File: config.mk
export PLATFORM = sky130hd
export DESIGN_NAME = vb_i2c_ctrl
export DESIGN_NICKNAME = d
export VERILOG_FILES = /design/src/vb_sync2.v /design/src/vb_chan_dec.v /design/src/vb_i2c_ctrl.v
export VERILOG_INCLUDE_DIRS = /design/src
export SDC_FILE = /design/constraint.sdc
export NUM_CORES = 1
export LEC_CHECK = 0
export ABC_AREA = 1
export BUFFER_PORTS_ARGS = -buffer_cell sky130_fd_sc_hd__clkbuf_2
export CORE_MARGIN = 4
export CORE_UTILIZATION = 60
export CTS_BUF_LIST = sky130_fd_sc_hd__clkbuf_8
export CTS_CLUSTER_DIAMETER = 40
export DETAILED_ROUTE_END_ITERATION = 10
export HOLD_SLACK_MARGIN = 0.03
export PLACE_DENSITY = 0.79
export SYNTH_ARGS = -nofsm -noshare
export SYNTH_HDL_FRONTEND = slang
export SYNTH_SLANG_ARGS = --single-unit
File: constraint.sdc
create_clock -name ref_clk_i -period 10.3 [get_ports ref_clk_i]
set_clock_uncertainty 0.2 [all_clocks]
set_input_delay 2.06 -clock ref_clk_i [delete_from_list [all_inputs] [get_ports ref_clk_i]]
set_output_delay 2.06 -clock ref_clk_i [all_outputs]
set_load 0.005 [all_outputs]
File: src/vb_map.vh
// vb_map.vh: constants of the video buffer i2c control block.
// assumes inclusion by bare name from every design file that needs it.
`ifndef VB_MAP_VH
`define VB_MAP_VH

// slave address prefix, bits 7..3 of the address byte
`define VB_ADDR_PREFIX 5'h0B

// subaddresses
`define VB_SUB_CH1 8'h01
`define VB_SUB_CH2 8'h02
`define VB_SUB_CH3 8'h03
`define VB_SUB_SYNC 8'h04

// channel register fields
`define VB_CH_CLAMP_BIT 7
`define VB_CH_MUX_HI 6
`define VB_CH_MUX_LO 3
`define VB_CH_OP_HI 2
`define VB_CH_OP_LO 0
`define VB_MUX_LAST_A 4'h4
`define VB_MUX_LAST_B 4'h9

// operation codes of a channel register
`define VB_OP_OFF 3'h0
`define VB_OP_MUTE 3'h1
`define VB_OP_DC 3'h2
`define VB_OP_DC_SHIFT 3'h3
`define VB_OP_AC_BIAS 3'h4
`define VB_OP_STC_LOW 3'h5
`define VB_OP_STC_MID 3'h6
`define VB_OP_STC_HIGH 3'h7

// sync and global disable register fields
`define VB_SY_MON_BIT 6
`define VB_SY_BUF_BIT 5
`define VB_SY_V_HI 4
`define VB_SY_V_LO 3
`define VB_SY_H_HI 2
`define VB_SY_H_LO 1
`define VB_SY_EN_BIT 0
`define VB_SY_SEL_B 2'h1

// power-up values, chosen by the power-up configuration pin
`define VB_CH_PUC_LO 8'h00
`define VB_CH_PUC_HI 8'h04
`define VB_SY_PUC_LO 8'h00
`define VB_SY_PUC_HI 8'h40

// timing counts: init wait in ref_clk_i cycles, byte length in scl bits
`define VB_INIT_WAIT 2'h3
`define VB_BYTE_BITS 4'h8

// synchroniser reset value: bus idle high
`define VB_SYNC_W 5
`define VB_SYNC_RST 5'h1F

`endif

File: src/vb_sync2.v
// vb_sync2.v: two-flop synchroniser for pin inputs.
// assumes inputs are asynchronous to ref_clk_i.
`timescale 1ns/10ps
`include "vb_map.vh"

module vb_sync2 (
    input wire ref_clk_i,
    input wire rst_i,
    input wire [`VB_SYNC_W-1:0] async_i,
    output wire [`VB_SYNC_W-1:0] sync_o
);

reg [`VB_SYNC_W-1:0] meta_q;
reg [`VB_SYNC_W-1:0] sync_q;

always @(posedge ref_clk_i or posedge rst_i)
begin
    if (rst_i)
    begin
        meta_q <= `VB_SYNC_RST;
        sync_q <= `VB_SYNC_RST;
    end
    else
    begin
        meta_q <= async_i;
        sync_q <= meta_q;
    end
end

assign sync_o = sync_q;

endmodule // vb_sync2

File: src/vb_chan_dec.v
// vb_chan_dec.v: field decoder of one analog channel register.
// assumes global enables come from the sync register; purely combinational.
`timescale 1ns/10ps
`include "vb_map.vh"

module vb_chan_dec (
    input wire [7:0] cfg_i,
    input wire mon_all_i,
    input wire buf_all_i,
    output wire tip_clamp_o,
    output wire mux_b_o,
    output wire mon_en_o,
    output wire buf_en_o,
    output wire mute_o,
    output wire [2:0] in_mode_o
);

wire [3:0] mux_code;
wire [2:0] op;
wire active;

assign mux_code = cfg_i[`VB_CH_MUX_HI:`VB_CH_MUX_LO];
assign op = cfg_i[`VB_CH_OP_HI:`VB_CH_OP_LO];
// 0 low bandwidth, 1 high bandwidth clamp filter
assign tip_clamp_o = cfg_i[`VB_CH_CLAMP_BIT];
// reserved mux codes fall back to input a
assign mux_b_o = (mux_code > `VB_MUX_LAST_A) && (mux_code <= `VB_MUX_LAST_B);
assign active = (op != `VB_OP_OFF) && (op != `VB_OP_MUTE);
assign mute_o = (op == `VB_OP_MUTE);
// global disables override the channel code
assign mon_en_o = active & mon_all_i;
assign buf_en_o = active & buf_all_i;
// codes 010..111 pass through as the input mode
assign in_mode_o = active ? op : `VB_OP_OFF;

endmodule // vb_chan_dec

File: src/vb_i2c_ctrl.v
// vb_i2c_ctrl.v: i2c slave control of a three-channel video buffer.
// assumes scl/sda are resolved open-drain wires far slower than ref_clk_i.
`timescale 1ns/10ps
`include "vb_map.vh"

module vb_i2c_ctrl (
    input wire ref_clk_i,
    input wire rst_i,
    input wire scl_i,
    input wire sda_i,
    output reg sda_o,
    output reg sda_oe_n_o,
    input wire addr_select_high_i,
    input wire addr_select_low_i,
    input wire power_up_config_pin_i,
    output reg cfg_ready_o,
    output reg [2:0] tip_clamp_o,
    output reg [2:0] mux_b_o,
    output reg [2:0] mon_en_o,
    output reg [2:0] buf_en_o,
    output reg [2:0] mute_o,
    output reg [8:0] in_mode_o,
    output reg vsync_mux_b_o,
    output reg hsync_mux_b_o,
    output reg sync_en_o
);

localparam [8:0] ST_INIT = 9'h001;
localparam [8:0] ST_IDLE = 9'h002;
localparam [8:0] ST_ADDR = 9'h004;
localparam [8:0] ST_AACK = 9'h008;
localparam [8:0] ST_SUB = 9'h010;
localparam [8:0] ST_SACK = 9'h020;
localparam [8:0] ST_DATA = 9'h040;
localparam [8:0] ST_DACK = 9'h080;
localparam [8:0] ST_RD = 9'h100;

// prefix is fixed, select bits compared on every address byte
function addr_hit;
    input [6:0] addr;
    input sel_hi;
    input sel_lo;
    begin
        addr_hit = (addr == {`VB_ADDR_PREFIX, sel_hi, sel_lo});
    end
endfunction

function sub_ok;
    input [7:0] sub;
    begin
        sub_ok = (sub >= `VB_SUB_CH1) && (sub <= `VB_SUB_SYNC);
    end
endfunction

function [1:0] sub_index;
    input [7:0] sub;
    begin
        case (sub)
            `VB_SUB_CH1: sub_index = 2'h0;
            `VB_SUB_CH2: sub_index = 2'h1;
            `VB_SUB_CH3: sub_index = 2'h2;
            default: sub_index = 2'h3;
        endcase
    end
endfunction

wire [`VB_SYNC_W-1:0] pins_s;
wire scl_s;
wire sda_s;
wire sel_hi_s;
wire sel_lo_s;
wire puc_s;

vb_sync2 u_sync (
    .ref_clk_i(ref_clk_i),
    .rst_i(rst_i),
    .async_i({scl_i, sda_i, addr_select_high_i, addr_select_low_i, power_up_config_pin_i}),
    .sync_o(pins_s)
);

assign scl_s = pins_s[4];
assign sda_s = pins_s[3];
assign sel_hi_s = pins_s[2];
assign sel_lo_s = pins_s[1];
assign puc_s = pins_s[0];

reg scl_q;
reg sda_q;
reg [8:0] st_q;
reg [1:0] init_cnt_q;
reg [3:0] bcnt_q;
reg [7:0] shift_q;
reg [7:0] tx_q;
reg [7:0] sub_q;
reg rw_q;
reg drv_q;
reg [7:0] cfg_q [0:3];
integer i;

wire scl_rise;
wire scl_fall;
wire start_det;
wire stop_det;
wire byte_full;
wire [7:0] rd_byte;

assign scl_rise = scl_s & ~scl_q;
assign scl_fall = ~scl_s & scl_q;
// sda may only move while scl is low, except for start and stop
assign start_det = scl_s & scl_q & sda_q & ~sda_s;
assign stop_det = scl_s & scl_q & ~sda_q & sda_s;
assign byte_full = (bcnt_q == `VB_BYTE_BITS);
// unmapped subaddress reads back as zero
assign rd_byte = sub_ok(sub_q) ? cfg_q[sub_index(sub_q)] : 8'h00;

always @(posedge ref_clk_i or posedge rst_i)
begin
    if (rst_i)
    begin
        scl_q <= 1'b1;
        sda_q <= 1'b1;
    end
    else
    begin
        scl_q <= scl_s;
        sda_q <= sda_s;
    end
end

always @(posedge ref_clk_i or posedge rst_i)
begin
    if (rst_i)
    begin
        st_q <= ST_INIT;
        init_cnt_q <= 2'h0;
        bcnt_q <= 4'h0;
        shift_q <= 8'h00;
        tx_q <= 8'h00;
        sub_q <= 8'h00;
        rw_q <= 1'b0;
        drv_q <= 1'b0;
        for (i = 0; i < 4; i = i + 1)
        begin
            cfg_q[i] <= 8'h00;
        end
    end
    else if (st_q == ST_INIT)
    begin
        // strap is read only once the synchroniser has settled
        init_cnt_q <= init_cnt_q + 2'h1;
        if (init_cnt_q == `VB_INIT_WAIT)
        begin
            for (i = 0; i < 3; i = i + 1)
            begin
                cfg_q[i] <= puc_s ? `VB_CH_PUC_HI : `VB_CH_PUC_LO;
            end
            cfg_q[3] <= puc_s ? `VB_SY_PUC_HI : `VB_SY_PUC_LO;
            st_q <= ST_IDLE;
        end
    end
    else if (start_det)
    begin
        // repeated start also restarts address reception
        st_q <= ST_ADDR;
        bcnt_q <= 4'h0;
        drv_q <= 1'b0;
    end
    else if (stop_det)
    begin
        // a stop before the data ack leaves registers untouched
        st_q <= ST_IDLE;
        drv_q <= 1'b0;
    end
    else
    begin
        if (scl_rise)
        begin
            shift_q <= {shift_q[6:0], sda_s};
            bcnt_q <= bcnt_q + 4'h1;
        end
        if (scl_fall)
        begin
            case (st_q)
                ST_IDLE:
                begin
                    drv_q <= 1'b0;
                end
                ST_ADDR:
                begin
                    if (byte_full)
                    begin
                        if (addr_hit(shift_q[7:1], sel_hi_s, sel_lo_s))
                        begin
                            rw_q <= shift_q[0];
                            drv_q <= 1'b1;
                            st_q <= ST_AACK;
                        end
                        else
                        begin
                            st_q <= ST_IDLE;
                        end
                    end
                end
                ST_AACK:
                begin
                    bcnt_q <= 4'h0;
                    if (rw_q)
                    begin
                        // subaddress kept from the earlier write phase
                        tx_q <= {rd_byte[6:0], 1'b0};
                        drv_q <= ~rd_byte[7];
                        st_q <= ST_RD;
                    end
                    else
                    begin
                        drv_q <= 1'b0;
                        st_q <= ST_SUB;
                    end
                end
                ST_SUB:
                begin
                    if (byte_full)
                    begin
                        sub_q <= shift_q;
                        drv_q <= 1'b1;
                        st_q <= ST_SACK;
                    end
                end
                ST_SACK:
                begin
                    bcnt_q <= 4'h0;
                    drv_q <= 1'b0;
                    st_q <= ST_DATA;
                end
                ST_DATA:
                begin
                    if (byte_full)
                    begin
                        tx_q <= shift_q; // held: the ack bit shifts in behind the data
                        drv_q <= 1'b1;
                        st_q <= ST_DACK;
                    end
                end
                ST_DACK:
                begin
                    // commit at the end of the data ack
                    if (sub_ok(sub_q))
                    begin
                        cfg_q[sub_index(sub_q)] <= tx_q;
                    end
                    drv_q <= 1'b0;
                    // further bytes get no ack: no auto-increment
                    st_q <= ST_IDLE;
                end
                ST_RD:
                begin
                    if (byte_full)
                    begin
                        // single byte: master ack ignored, bus released
                        drv_q <= 1'b0;
                        st_q <= ST_IDLE;
                    end
                    else
                    begin
                        drv_q <= ~tx_q[7];
                        tx_q <= {tx_q[6:0], 1'b0};
                    end
                end
                default:
                begin
                    drv_q <= 1'b0;
                    st_q <= ST_IDLE;
                end
            endcase
        end
    end
end

wire mon_all;
wire buf_all;
wire [2:0] dec_clamp;
wire [2:0] dec_mux_b;
wire [2:0] dec_mon;
wire [2:0] dec_buf;
wire [2:0] dec_mute;
wire [8:0] dec_mode;

assign mon_all = cfg_q[3][`VB_SY_MON_BIT];
assign buf_all = cfg_q[3][`VB_SY_BUF_BIT];

genvar g;
generate
    for (g = 0; g < 3; g = g + 1)
    begin : g_chan
        vb_chan_dec u_dec (
            .cfg_i(cfg_q[g]),
            .mon_all_i(mon_all),
            .buf_all_i(buf_all),
            .tip_clamp_o(dec_clamp[g]),
            .mux_b_o(dec_mux_b[g]),
            .mon_en_o(dec_mon[g]),
            .buf_en_o(dec_buf[g]),
            .mute_o(dec_mute[g]),
            .in_mode_o(dec_mode[3*g+2:3*g])
        );
    end
endgenerate

// outputs registered; held at disabled until the strap is taken
always @(posedge ref_clk_i or posedge rst_i)
begin
    if (rst_i)
    begin
        sda_o <= 1'b0;
        sda_oe_n_o <= 1'b1;
        cfg_ready_o <= 1'b0;
        tip_clamp_o <= 3'h0;
        mux_b_o <= 3'h0;
        mon_en_o <= 3'h0;
        buf_en_o <= 3'h0;
        mute_o <= 3'h0;
        in_mode_o <= 9'h000;
        vsync_mux_b_o <= 1'b0;
        hsync_mux_b_o <= 1'b0;
        sync_en_o <= 1'b0;
    end
    else
    begin
        // open drain: only ever pulls low
        sda_o <= 1'b0;
        sda_oe_n_o <= ~drv_q;
        cfg_ready_o <= (st_q != ST_INIT);
        tip_clamp_o <= dec_clamp;
        mux_b_o <= dec_mux_b;
        mon_en_o <= dec_mon;
        buf_en_o <= dec_buf;
        mute_o <= dec_mute;
        in_mode_o <= dec_mode;
        vsync_mux_b_o <= (cfg_q[3][`VB_SY_V_HI:`VB_SY_V_LO] == `VB_SY_SEL_B);
        hsync_mux_b_o <= (cfg_q[3][`VB_SY_H_HI:`VB_SY_H_LO] == `VB_SY_SEL_B);
        sync_en_o <= cfg_q[3][`VB_SY_EN_BIT];
    end
end

endmodule // vb_i2c_ctrl

==> results of run 1 <==
[where the power goes]
part	switching, W	internal (W)
clock network	0.000188	0.000237
registers	0.0000135	0.000467
logic	0.0000587	0.0000237
total	0.000260	0.000728
[state kept, by name, summed over array words and instances, names as in the netlist, 2 cells and up]
| register | cells |
|---|---|
| bcnt_q | 4 |
| buf_en_o | 3 |
| cfg_q | 31 |
| in_mode_o | 9 |
| init_cnt_q | 2 |
| mon_en_o | 3 |
| mute_o | 3 |
| mux_b_o | 3 |
| shift_q | 8 |
| st_q | 9 |
| sub_q | 8 |
| tip_clamp_o | 3 |
| tx_q | 8 |
| u_sync.meta_q | 5 |
| u_sync.sync_o | 5 |
[metal layers]
metal / wire length [um] / share of wire / vias to the layer above
met4: 189 / 0.016 / 0
met2: 5850 / 0.51 / 166
met1: 4890 / 0.42 / 2090
met3: 630 / 0.055 / 23
met5: 0 / 0 / -
li1: - / - / 2156
[placed cells by master, fill, tap and decap left out, types with 2 or more instances in the layout]
cell type and instances:
inv_1 76, bufinv_16 3, clkbuf_8 17, o31ai_1 3, nand2_2 11, inv_6 2
clkinv_4 2, nand3_1 60, o21ai_1 33, nor2_2 6, dfrtp_1 100, inv_2 11
xnor2_1 2, clkinvlp_4 2, o22ai_1 3, clkinv_2 4, nand4_1 7, a22oi_1 2
nor3_1 15, a21oi_1 7, ha_1 3, nand2_1 178, nor2_4 3, o21ai_0 33
o211ai_1 2, dfstp_2 14, or2_2 2, nand3_2 4, clkbuf_2 35, nor2_1 51
[layout make-up]
cell class,count,area share
Clock buffer,17,0.0391
Clock inverter,15,0.0280
Sequential cell,114,0.479
Timing Repair Buffer,36,0.0305
Inverter,86,0.0543
Tap cell,108,0.0226
Multi-Input combinational cell,435,0.346
[stage by stage]
stage                     power, W  setup slack (ns)  instance area (um^2)
after global placement    0.000566              6.72                  5590
after CTS                 0.000993              6.99                  5990
final                     0.000988              7.01                  5990
after detailed placement  0.000571              6.69                  5590
after global routing       0.00103              6.97                  5990
after floorplan           0.000549              5.05                  5350
[worst min path at each step]
| stage | start | endpoint | slack (ns) | cells after the start |
|---|---|---|---|---|
| floorplan | u_sync.meta_q[0] | u_sync.sync_o[0] | 0.15 | 0 |
| global placement | u_sync.meta_q[1] | u_sync.sync_o[1] | 0.15 | 0 |
| detailed placement | u_sync.meta_q[0] | u_sync.sync_o[0] | 0.15 | 0 |
| CTS | u_sync.meta_q[0] | u_sync.sync_o[0] | 0.16 | 0 |
| global route | u_sync.meta_q[3] | u_sync.sync_o[3] | 0.16 | 0 |
| finish | u_sync.meta_q[0] | u_sync.sync_o[0] | 0.16 | 0 |
[cell families after synthesis]
logic type                 Yosys count  share of synthesized area
other                                1                   0.000701
adders and majority gates            3                    0.00702
and+or+nand+nor                    343                      0.288
DFF                                114                      0.537
AOI/OAI and AO/OA                   85                     0.0863
xor gates and xnor gates             3                    0.00491
buffers and inverters              102                     0.0758
==> flow_summary.ini, run 1 <==
[floorplanning]
die_area_um2 = 10500
ioPinCount = 37
rows = 34
fp.dieH_um = 102
die_w_um = 102
core_um2 = 8680
initial_utilization = 0.616

[setup_path]
cpLargestDelayFamily = flip-flops
path_cells = clkbuf_2
cp.arrival_ns = 1.03
rrSetupSlack_ns = 7.62
cpPeakStageDelay_ns = 0.51
crit_path_start = sda_oe_n_o
required_ns = 8.04
endpoint = sda_oe_n_o
reg2reg_to = cfg_q[28]
reg2reg_depth = 10
setup.worst_path.class = reg2out
r2r-start = st_q[6]
cp-end-kind = output port
critPathMaxFanout = 1
start_kind = flip-flop
crit_cells = 1
worstPathBufferInverterCount = 1
slowest_stage = dfstp_2

[layout]
fill_cells = 738
drive_gt1_frac = 0.176
fin_util = 0.690
area_growth_pct = 12.0
seqCellArea_um2 = 2870
multi_input_area_um2 = 2070
antennaDiodeCount = 0
layout.nets = 700
fin_cells = 811

[place]
place.gp.congestion = 0.991
portBuffers = 35
dp.cells = 779
dpl.hpwl_um = 8310

[clocking]
path_clk_slew_ns = 0.07
clockBufferDepth = 2
cts_tree = done
cts.sinks = 114
htree_levels = 4
cts_hold_buf = 0
cts_setup_buffers = 0
clk_latency_ns = 0.43
cts-root-buf = clkbuf_8
cts_buffers = 17
cts_resized = 0

[synthesis]
yosys.area.top_type = dfrtp_1
ys.flop_type = dfrtp_1
yosys-top-cells-count = nand2_1 (178), dfrtp_1 (100), inv_1 (75)
seq_area_frac_synth = 0.537
yosysTopAreaCellShare = 0.468
postSynthAreaPerCell_um2 = 8.21
syn_area_um2 = 5350
synth_cells = 651
synth_area_leaders = dfrtp_1 (47%), nand2_1 (12%), dfstp_2 (6.9%), nand3_1 (5.6%), inv_1 (5.3%)
synth_edf_count = 0
ys_warn_count = 0
ys_ff_latch = 114
synthArstFlopShare = 1.00
syn_nets = 661
yosys.cell_types.count = 37
yosysMostFrequentCell = nand2_1

[outcome]
status = completed

[global_route]
grt_max_degree = 60
overflow = 0
use_met3 = 0.0601
track_usage = 0.241
gr-usage-met1 = 0.295
grt_pass1_vias = 4124
antenna_found_initial = 0
top_usage_layer = met2
use_met2 = 0.412
grt_first_pass_wirelength_um = 19400

[drt]
routed_wl_um = 11600
ant_nets = 0
drc_errors = 0
route.vias.total = 4435
wl_per_cell_um = 14.2
dr.first_iter.drc_count = 359
firstDrtPassIters = 5
viasPerCell = 5.47

[timing]
fmax_mhz = 304
hold_viol_final = 0
hold_ws_ns = 0.157
worst_slew_pin_slew_ns = 0.767
final.period_utilization = 0.320
max_slew_margin = 0.488
rsz0062_at_grt = no
setup_tns_ns = 0
setup_viol = 0
drv_slew = 0
final.min_clock_period_ns = 3.29

[run]
drv_cap = 0

[pwr]
p_leak_nw = 3.04
powerDensity_nw_per_um2 = 165
ir_drop_uv = 108

[worst_hold_path]
hp-class = reg2reg
Note: power is estimated with default switching activity, not from simulation.
==> run 2, diff against run 1 <==
Settings changed: ABC_AREA 1 to 0, CORE_UTILIZATION 60 to 56, PLACE_DENSITY 0.79 to 0.78.
Clock period 10.3 ns to 2.7 ns, I/O delays scaled along.
==> run 2 against run 1 <==
  * Sequential cell count is the same
  * First-iteration DRC count shrank 3.3%
  * Clock-buffer cell count is the same
  * Die area grew 4.2%
  * Critical path type is now reg2reg
==> flow_summary.ini, run 2 <==
[outcome]
status = completed

[setup_path]
rrSetupSlack_ns = 0.24
setup.worst_path.class = reg2reg
cp-end-kind = flip-flop
cpLargestDelayFamily = simple AND/OR/NAND/NOR gates
cp.arrival_ns = 2.57
required_ns = 2.81
r2r-start = sub_q[5]
start_kind = flip-flop
reg2reg_depth = 5
cpPeakStageDelay_ns = 0.65
slowest_stage = or4_1
reg2reg_to = cfg_q[18]
critPathMaxFanout = 5
worstPathBufferInverterCount = 0
path_cells = or4_1 > nor4_1 > nand4_1 > nand2_1 > mux2_2

[synthesis]
yosys.cell_types.count = 56
yosys-top-cells-count = dfrtp_1 (100), nand2_1 (63), nand3_1 (34)
syn_area_um2 = 5220
syn_nets = 503
yosysMostFrequentCell = dfrtp_1
synthArstFlopShare = 1.00
synth_cells = 493
synth_edf_count = 0
synth_area_leaders = dfrtp_1 (48%), dfstp_2 (7.0%), mux2_2 (6.9%), nand2_1 (4.5%), nand3_1 (3.3%)
postSynthAreaPerCell_um2 = 10.6
ys.flop_type = dfrtp_1
ys_ff_latch = 114
yosys.area.top_type = dfrtp_1
ys_warn_count = 0
seq_area_frac_synth = 0.550
yosysTopAreaCellShare = 0.480

[layout]
area_growth_pct = 17.6
largest_reg_flops = 31
fin_area_um2 = 6140
drive_gt1_frac = 0.268
antennaDiodeCount = 0
fin_cells = 668
mostFrequentLayoutCells = dfrtp_1 (100), nand2_1 (63), clkbuf_2 (35)
layout.nets = 557
fin_util = 0.690
layout_commonest_cell = dfrtp_1
largestRegisters = cfg_q (31), in_mode_o (9), st_q (9)
top_register = cfg_q

[drt]
viasPerCell = 6.06
routed_wl_um = 11900
drc_errors = 0
dr.first_iter.drc_count = 347
route.vias.total = 4045
firstDrtPassIters = 5
ant_nets = 0
wl_per_cell_um = 17.8

[floorplanning]
core_um2 = 8890
rows = 34
die_w_um = 105
fp.dieH_um = 105
initial_utilization = 0.587
die_area_um2 = 10900
ioPinCount = 37

[pwr]
powerDensity_nw_per_um2 = 667
ir_drop_uv = 526
p_leak_nw = 2.83

[global_route]
grt_max_degree = 36
grt_pass1_vias = 3899
track_usage = 0.230
grt_first_pass_wirelength_um = 19900
overflow = 0
antenna_found_initial = 0

[run]
drv_cap = 0

[worst_hold_path]
holdPathEnd = u_sync.sync_o[0]
min_path_cells = 0
hold_start = u_sync.meta_q[0]
hp-class = reg2reg

[clocking]
cts_buffers = 17
cts-root-buf = clkbuf_8
clockBufferDepth = 2
htree_levels = 4
cts_tree = done
path_clk_slew_ns = 0.07
cts.sinks = 114
clk_latency_ns = 0.43
cts_setup_buffers = 0

[timing]
worst_slew_pin_slew_ns = 0.696
fmax_mhz = 407
setup_viol = 0
setup_tns_ns = 0
final.min_clock_period_ns = 2.46
rsz0062_at_grt = no
drv_slew = 0
final.period_utilization = 0.911
max_slew_margin = 0.535
hold_viol_final = 0

[place]
dp.cells = 630
place_area_um2 = 5610
portBuffers = 35
place.gp.congestion = 0.903
dpl.hpwl_um = 8270
-- run 2: where the power goes --
part | switching (W) | leakage [nW] | total, W | internal [W]
Sequential | 0.000136 | 1.51 | 0.00194 | 0.00181
Combinational | 0.000152 | 1.09 | 0.000302 | 0.000149
Clock | 0.000742 | 0.223 | 0.00185 | 0.00111
Total | 0.00103 | 2.83 | 0.00409 | 0.00307
-- run 2: per-stage QoR --
step           hold slack (ns)  total power, W  setup WS [ns]
4_1_cts                  0.157         0.00411          0.116
3_5_place_dp             0.147         0.00226          0.121
6_report                 0.156         0.00409          0.241
2_1_floorplan            0.145         0.00215          0.209
3_3_place_gp             0.145         0.00224          0.253
5_1_grt                  0.156         0.00426          0.126
-- run 2: worst max-delay path by stage --
stage / depth (start not counted) / to / slack (ns) / startpoint
detailed placement: 5 / cfg_q[14] / 0.12 / st_q[6]
CTS: 5 / cfg_q[14] / 0.12 / st_q[6]
global placement: 5 / cfg_q[10] / 0.25 / st_q[6]
global route: 5 / cfg_q[14] / 0.13 / st_q[6]
finish: 5 / cfg_q[18] / 0.24 / sub_q[5]
floorplan: 6 / cfg_q[10] / 0.21 / sub_q[5]
-- run 2: cells by family after synthesis --
family          share of synthesized area
other cells                      0.000719
mux                                0.0827
fa+ha+maj                         0.00719
flops                               0.550
compound gates                      0.101
simple gates                        0.209
xor+xnor                           0.0151
buf+inv                            0.0336
-- run 2: repair_timing --
item / CTS / global route
hold buffers: 6 / 0
endpoints found under the setup margin: 0 / 14
resized for setup: 0 / 1
hold endpoints to repair: 34 / 0
-- run 2: layout make-up --
| cell class | instances | area (um^2) |
|---|---|---|
| sequential | 114 | 2870 |
| inverter | 15 | 60.1 |
| clock inverter | 15 | 230 |
| timing repair buffer | 64 | 433 |
| clock buffer | 17 | 234 |
| fill | 646 | 2750 |
| multi-input combinational | 335 | 2180 |
| tap | 108 | 135 |
-- run 2: worst register-to-register path, stage by stage, from the launching register on --
cell,delay (ns)
dfrtp_1,0.39
or4_1,0.65
nor4_1,0.46
nand4_1,0.21
nand2_1,0.12
mux2_2,0.33
-- run 2: per-layer routing --
metal,wire length (um),vias to the layer above,track usage
met5,0,-,0
met4,229,0,0.0940
met3,687,19,0.0549
met2,5720,163,0.357
met1,5240,2001,0.315
li1,-,1862,-
==> run 3, diff against run 2 <==
Settings changed: PLACE_DENSITY 0.78 to unset, PLACE_DENSITY_LB_ADDON set to 0.1.
==> run 3 against run 2 <==
  * Power shrank 6.6%
  * Setup slack lost 0.17 ns
  * Clock power shrank 13%
  * Clock-buffer cell count grew 1
  * Register-to-register slack lost 0.17 ns
  * Final area shrank 1.6%
  * Sequential share of layout area grew 0.76 points
  * Fmax shrank 6.4%
  * Sequential power is essentially flat
  * Die area is the same
  * Cell count shrank 0.45%
  * Critical path depth grew 1
==> flow_summary.ini, run 3 (synthesis results as in run 2) <==
[outcome]
status = completed

[timing]
drv_slew = 0
setup_tns_ns = 0
max_slew_margin = 0.545
fmax_mhz = 381
final.period_utilization = 0.972
worst_slew_pin_slew_ns = 0.680
fin_ws_ns = 0.0744
setup_viol = 0
rsz0062_at_grt = no
hold_viol_final = 0
final.min_clock_period_ns = 2.63

[place]
dpl_worst_slack_ns = 0.164
place.gp.congestion = 0.898
dpl.hpwl_um = 8140
portBuffers = 35

[floorplanning]
rows = 34
fp.dieH_um = 105
ioPinCount = 37
die_w_um = 105
die_area_um2 = 10900
initial_utilization = 0.587
core_um2 = 8890

[pwr]
seq_power_share = 0.505
power_switching_w = 0.00102
p_leak_nw = 2.77
p_clk_frac = 0.420
powerDensity_nw_per_um2 = 633
swShare = 0.267
combinationalPowerShare = 0.076
ir_drop_uv = 552
p_int_w = 0.00280

[clocking]
cts_setup_buffers = 0
cts_tree = done
path_clk_slew_ns = 0.07
cts.sinks = 114
htree_levels = 4
cts-root-buf = clkbuf_8
clk_latency_ns = 0.42
cts_buffers = 17
clockBufferDepth = 2

[setup_path]
setup.worst_path.class = reg2reg
cpPeakStageDelay_ns = 0.53
path_cells = nor2_1 > and3_1 > nand2_1 > buf_4 > nand2_1 > mux2_2
cp-end-kind = flip-flop
slowest_stage = nor2_1
critPathMaxFanout = 16
cp.arrival_ns = 2.74
cpMostUsedCell = nand2_1
required_ns = 2.81
start_kind = flip-flop

[layout]
layout_commonest_cell = dfrtp_1
largest_reg_flops = 31
mostFrequentLayoutCells = dfrtp_1 (100), nand2_1 (63), clkbuf_2 (35)
area_growth_pct = 15.8
layout.nets = 554
fin_util = 0.679
top_register = cfg_q
fill_cells = 676
largestRegisters = cfg_q (31), in_mode_o (9), st_q (9)
multi_input_area_um2 = 2180
seqCellArea_um2 = 2870
drive_gt1_frac = 0.266
antennaDiodeCount = 0

[drt]
ant_nets = 0
routed_wl_um = 11700
wl_per_cell_um = 17.6
viasPerCell = 6.04
route.vias.total = 4014
firstDrtPassIters = 5
drc_errors = 0
dr.first_iter.drc_count = 259

[global_route]
use_met2 = 0.363
grt_max_degree = 115
grt_first_pass_wirelength_um = 19500
track_usage = 0.223
gr-usage-met1 = 0.290
top_usage_layer = met2
antenna_found_initial = 0
grt_pass1_vias = 3846
use_met3 = 0.0456
overflow = 0

[run]
drv_cap = 0

[worst_hold_path]
hp-class = in2async
-- run 3: worst paths after layout --
check                                 startpoint                to  slack, ns  depth (start not counted)
worst min register to register  u_sync.meta_q[1]  u_sync.sync_o[1]       0.16                          0
max in group asynchronous                  rst_i          sub_q[0]       1.80                          3
worst max-delay path                     st_q[6]         cfg_q[18]       0.07                          6
worst max register to register           st_q[6]         cfg_q[18]       0.07                          6
worst min-delay path                       rst_i       cfg_ready_o       0.05                          3
min in group ref_clk_i          u_sync.meta_q[1]  u_sync.sync_o[1]       0.16                          0
-- run 3: power groups by stage --
stage | Sequential [W] | Combinational [W] | Clock, W
floorplan | 0.00191 | 0.000235 | 0
global placement | 0.00196 | 0.000277 | 0
detailed placement | 0.00196 | 0.000286 | 0
CTS | 0.00193 | 0.000294 | 0.00164
global route | 0.00195 | 0.000332 | 0.00172
finish | 0.00193 | 0.000289 | 0.00161
-- run 3: what timing repair did --
| action | in CTS | in global routing |
|---|---|---|
| resized for setup | 0 | 1 |
| hold buffers | 5 | 0 |
| setup endpoints to repair | 0 | 8 |
| endpoints found under the hold margin | 5 | 0 |
-- run 3: per-stage QoR --
stage | std cells | power, W | hold slack, ns | instance area [um^2]
after floorplan | 493 | 0.00215 | 0.145 | 5220
after global placement | 628 | 0.00223 | 0.146 | 5580
after detailed placement | 628 | 0.00225 | 0.147 | 5580
after CTS | 665 | 0.00386 | 0.0909 | 6030
after global routing | 665 | 0.00400 | 0.111 | 6040
final | 665 | 0.00383 | 0.0496 | 6040
-- run 3: layer usage --
layer | vias up | wire (um)
met5 | - | 0
met1 | 1970 | 4960
li1 | 1864 | -
met3 | 33 | 658
met2 | 147 | 5750
met4 | 0 | 361
-- run 3: area by class of cell --
type / instances / share of cell area
flip-flops and latches: 114 / 0.475
multi-input cells: 335 / 0.361
repair buffers: 61 / 0.0655
clock buffers: 18 / 0.0410
clock inverters: 14 / 0.0253
well taps: 108 / 0.0224
inverters: 15 / 0.00994
-- run 3: worst max-delay path: cells and delay by family, from the launching register on --
kind                   cells  cell delay, ns
buffers and inverters      1            0.25
flip-flops                 1            0.49
multiplexers               1            0.33
AND/OR/NAND/NOR            4            1.24
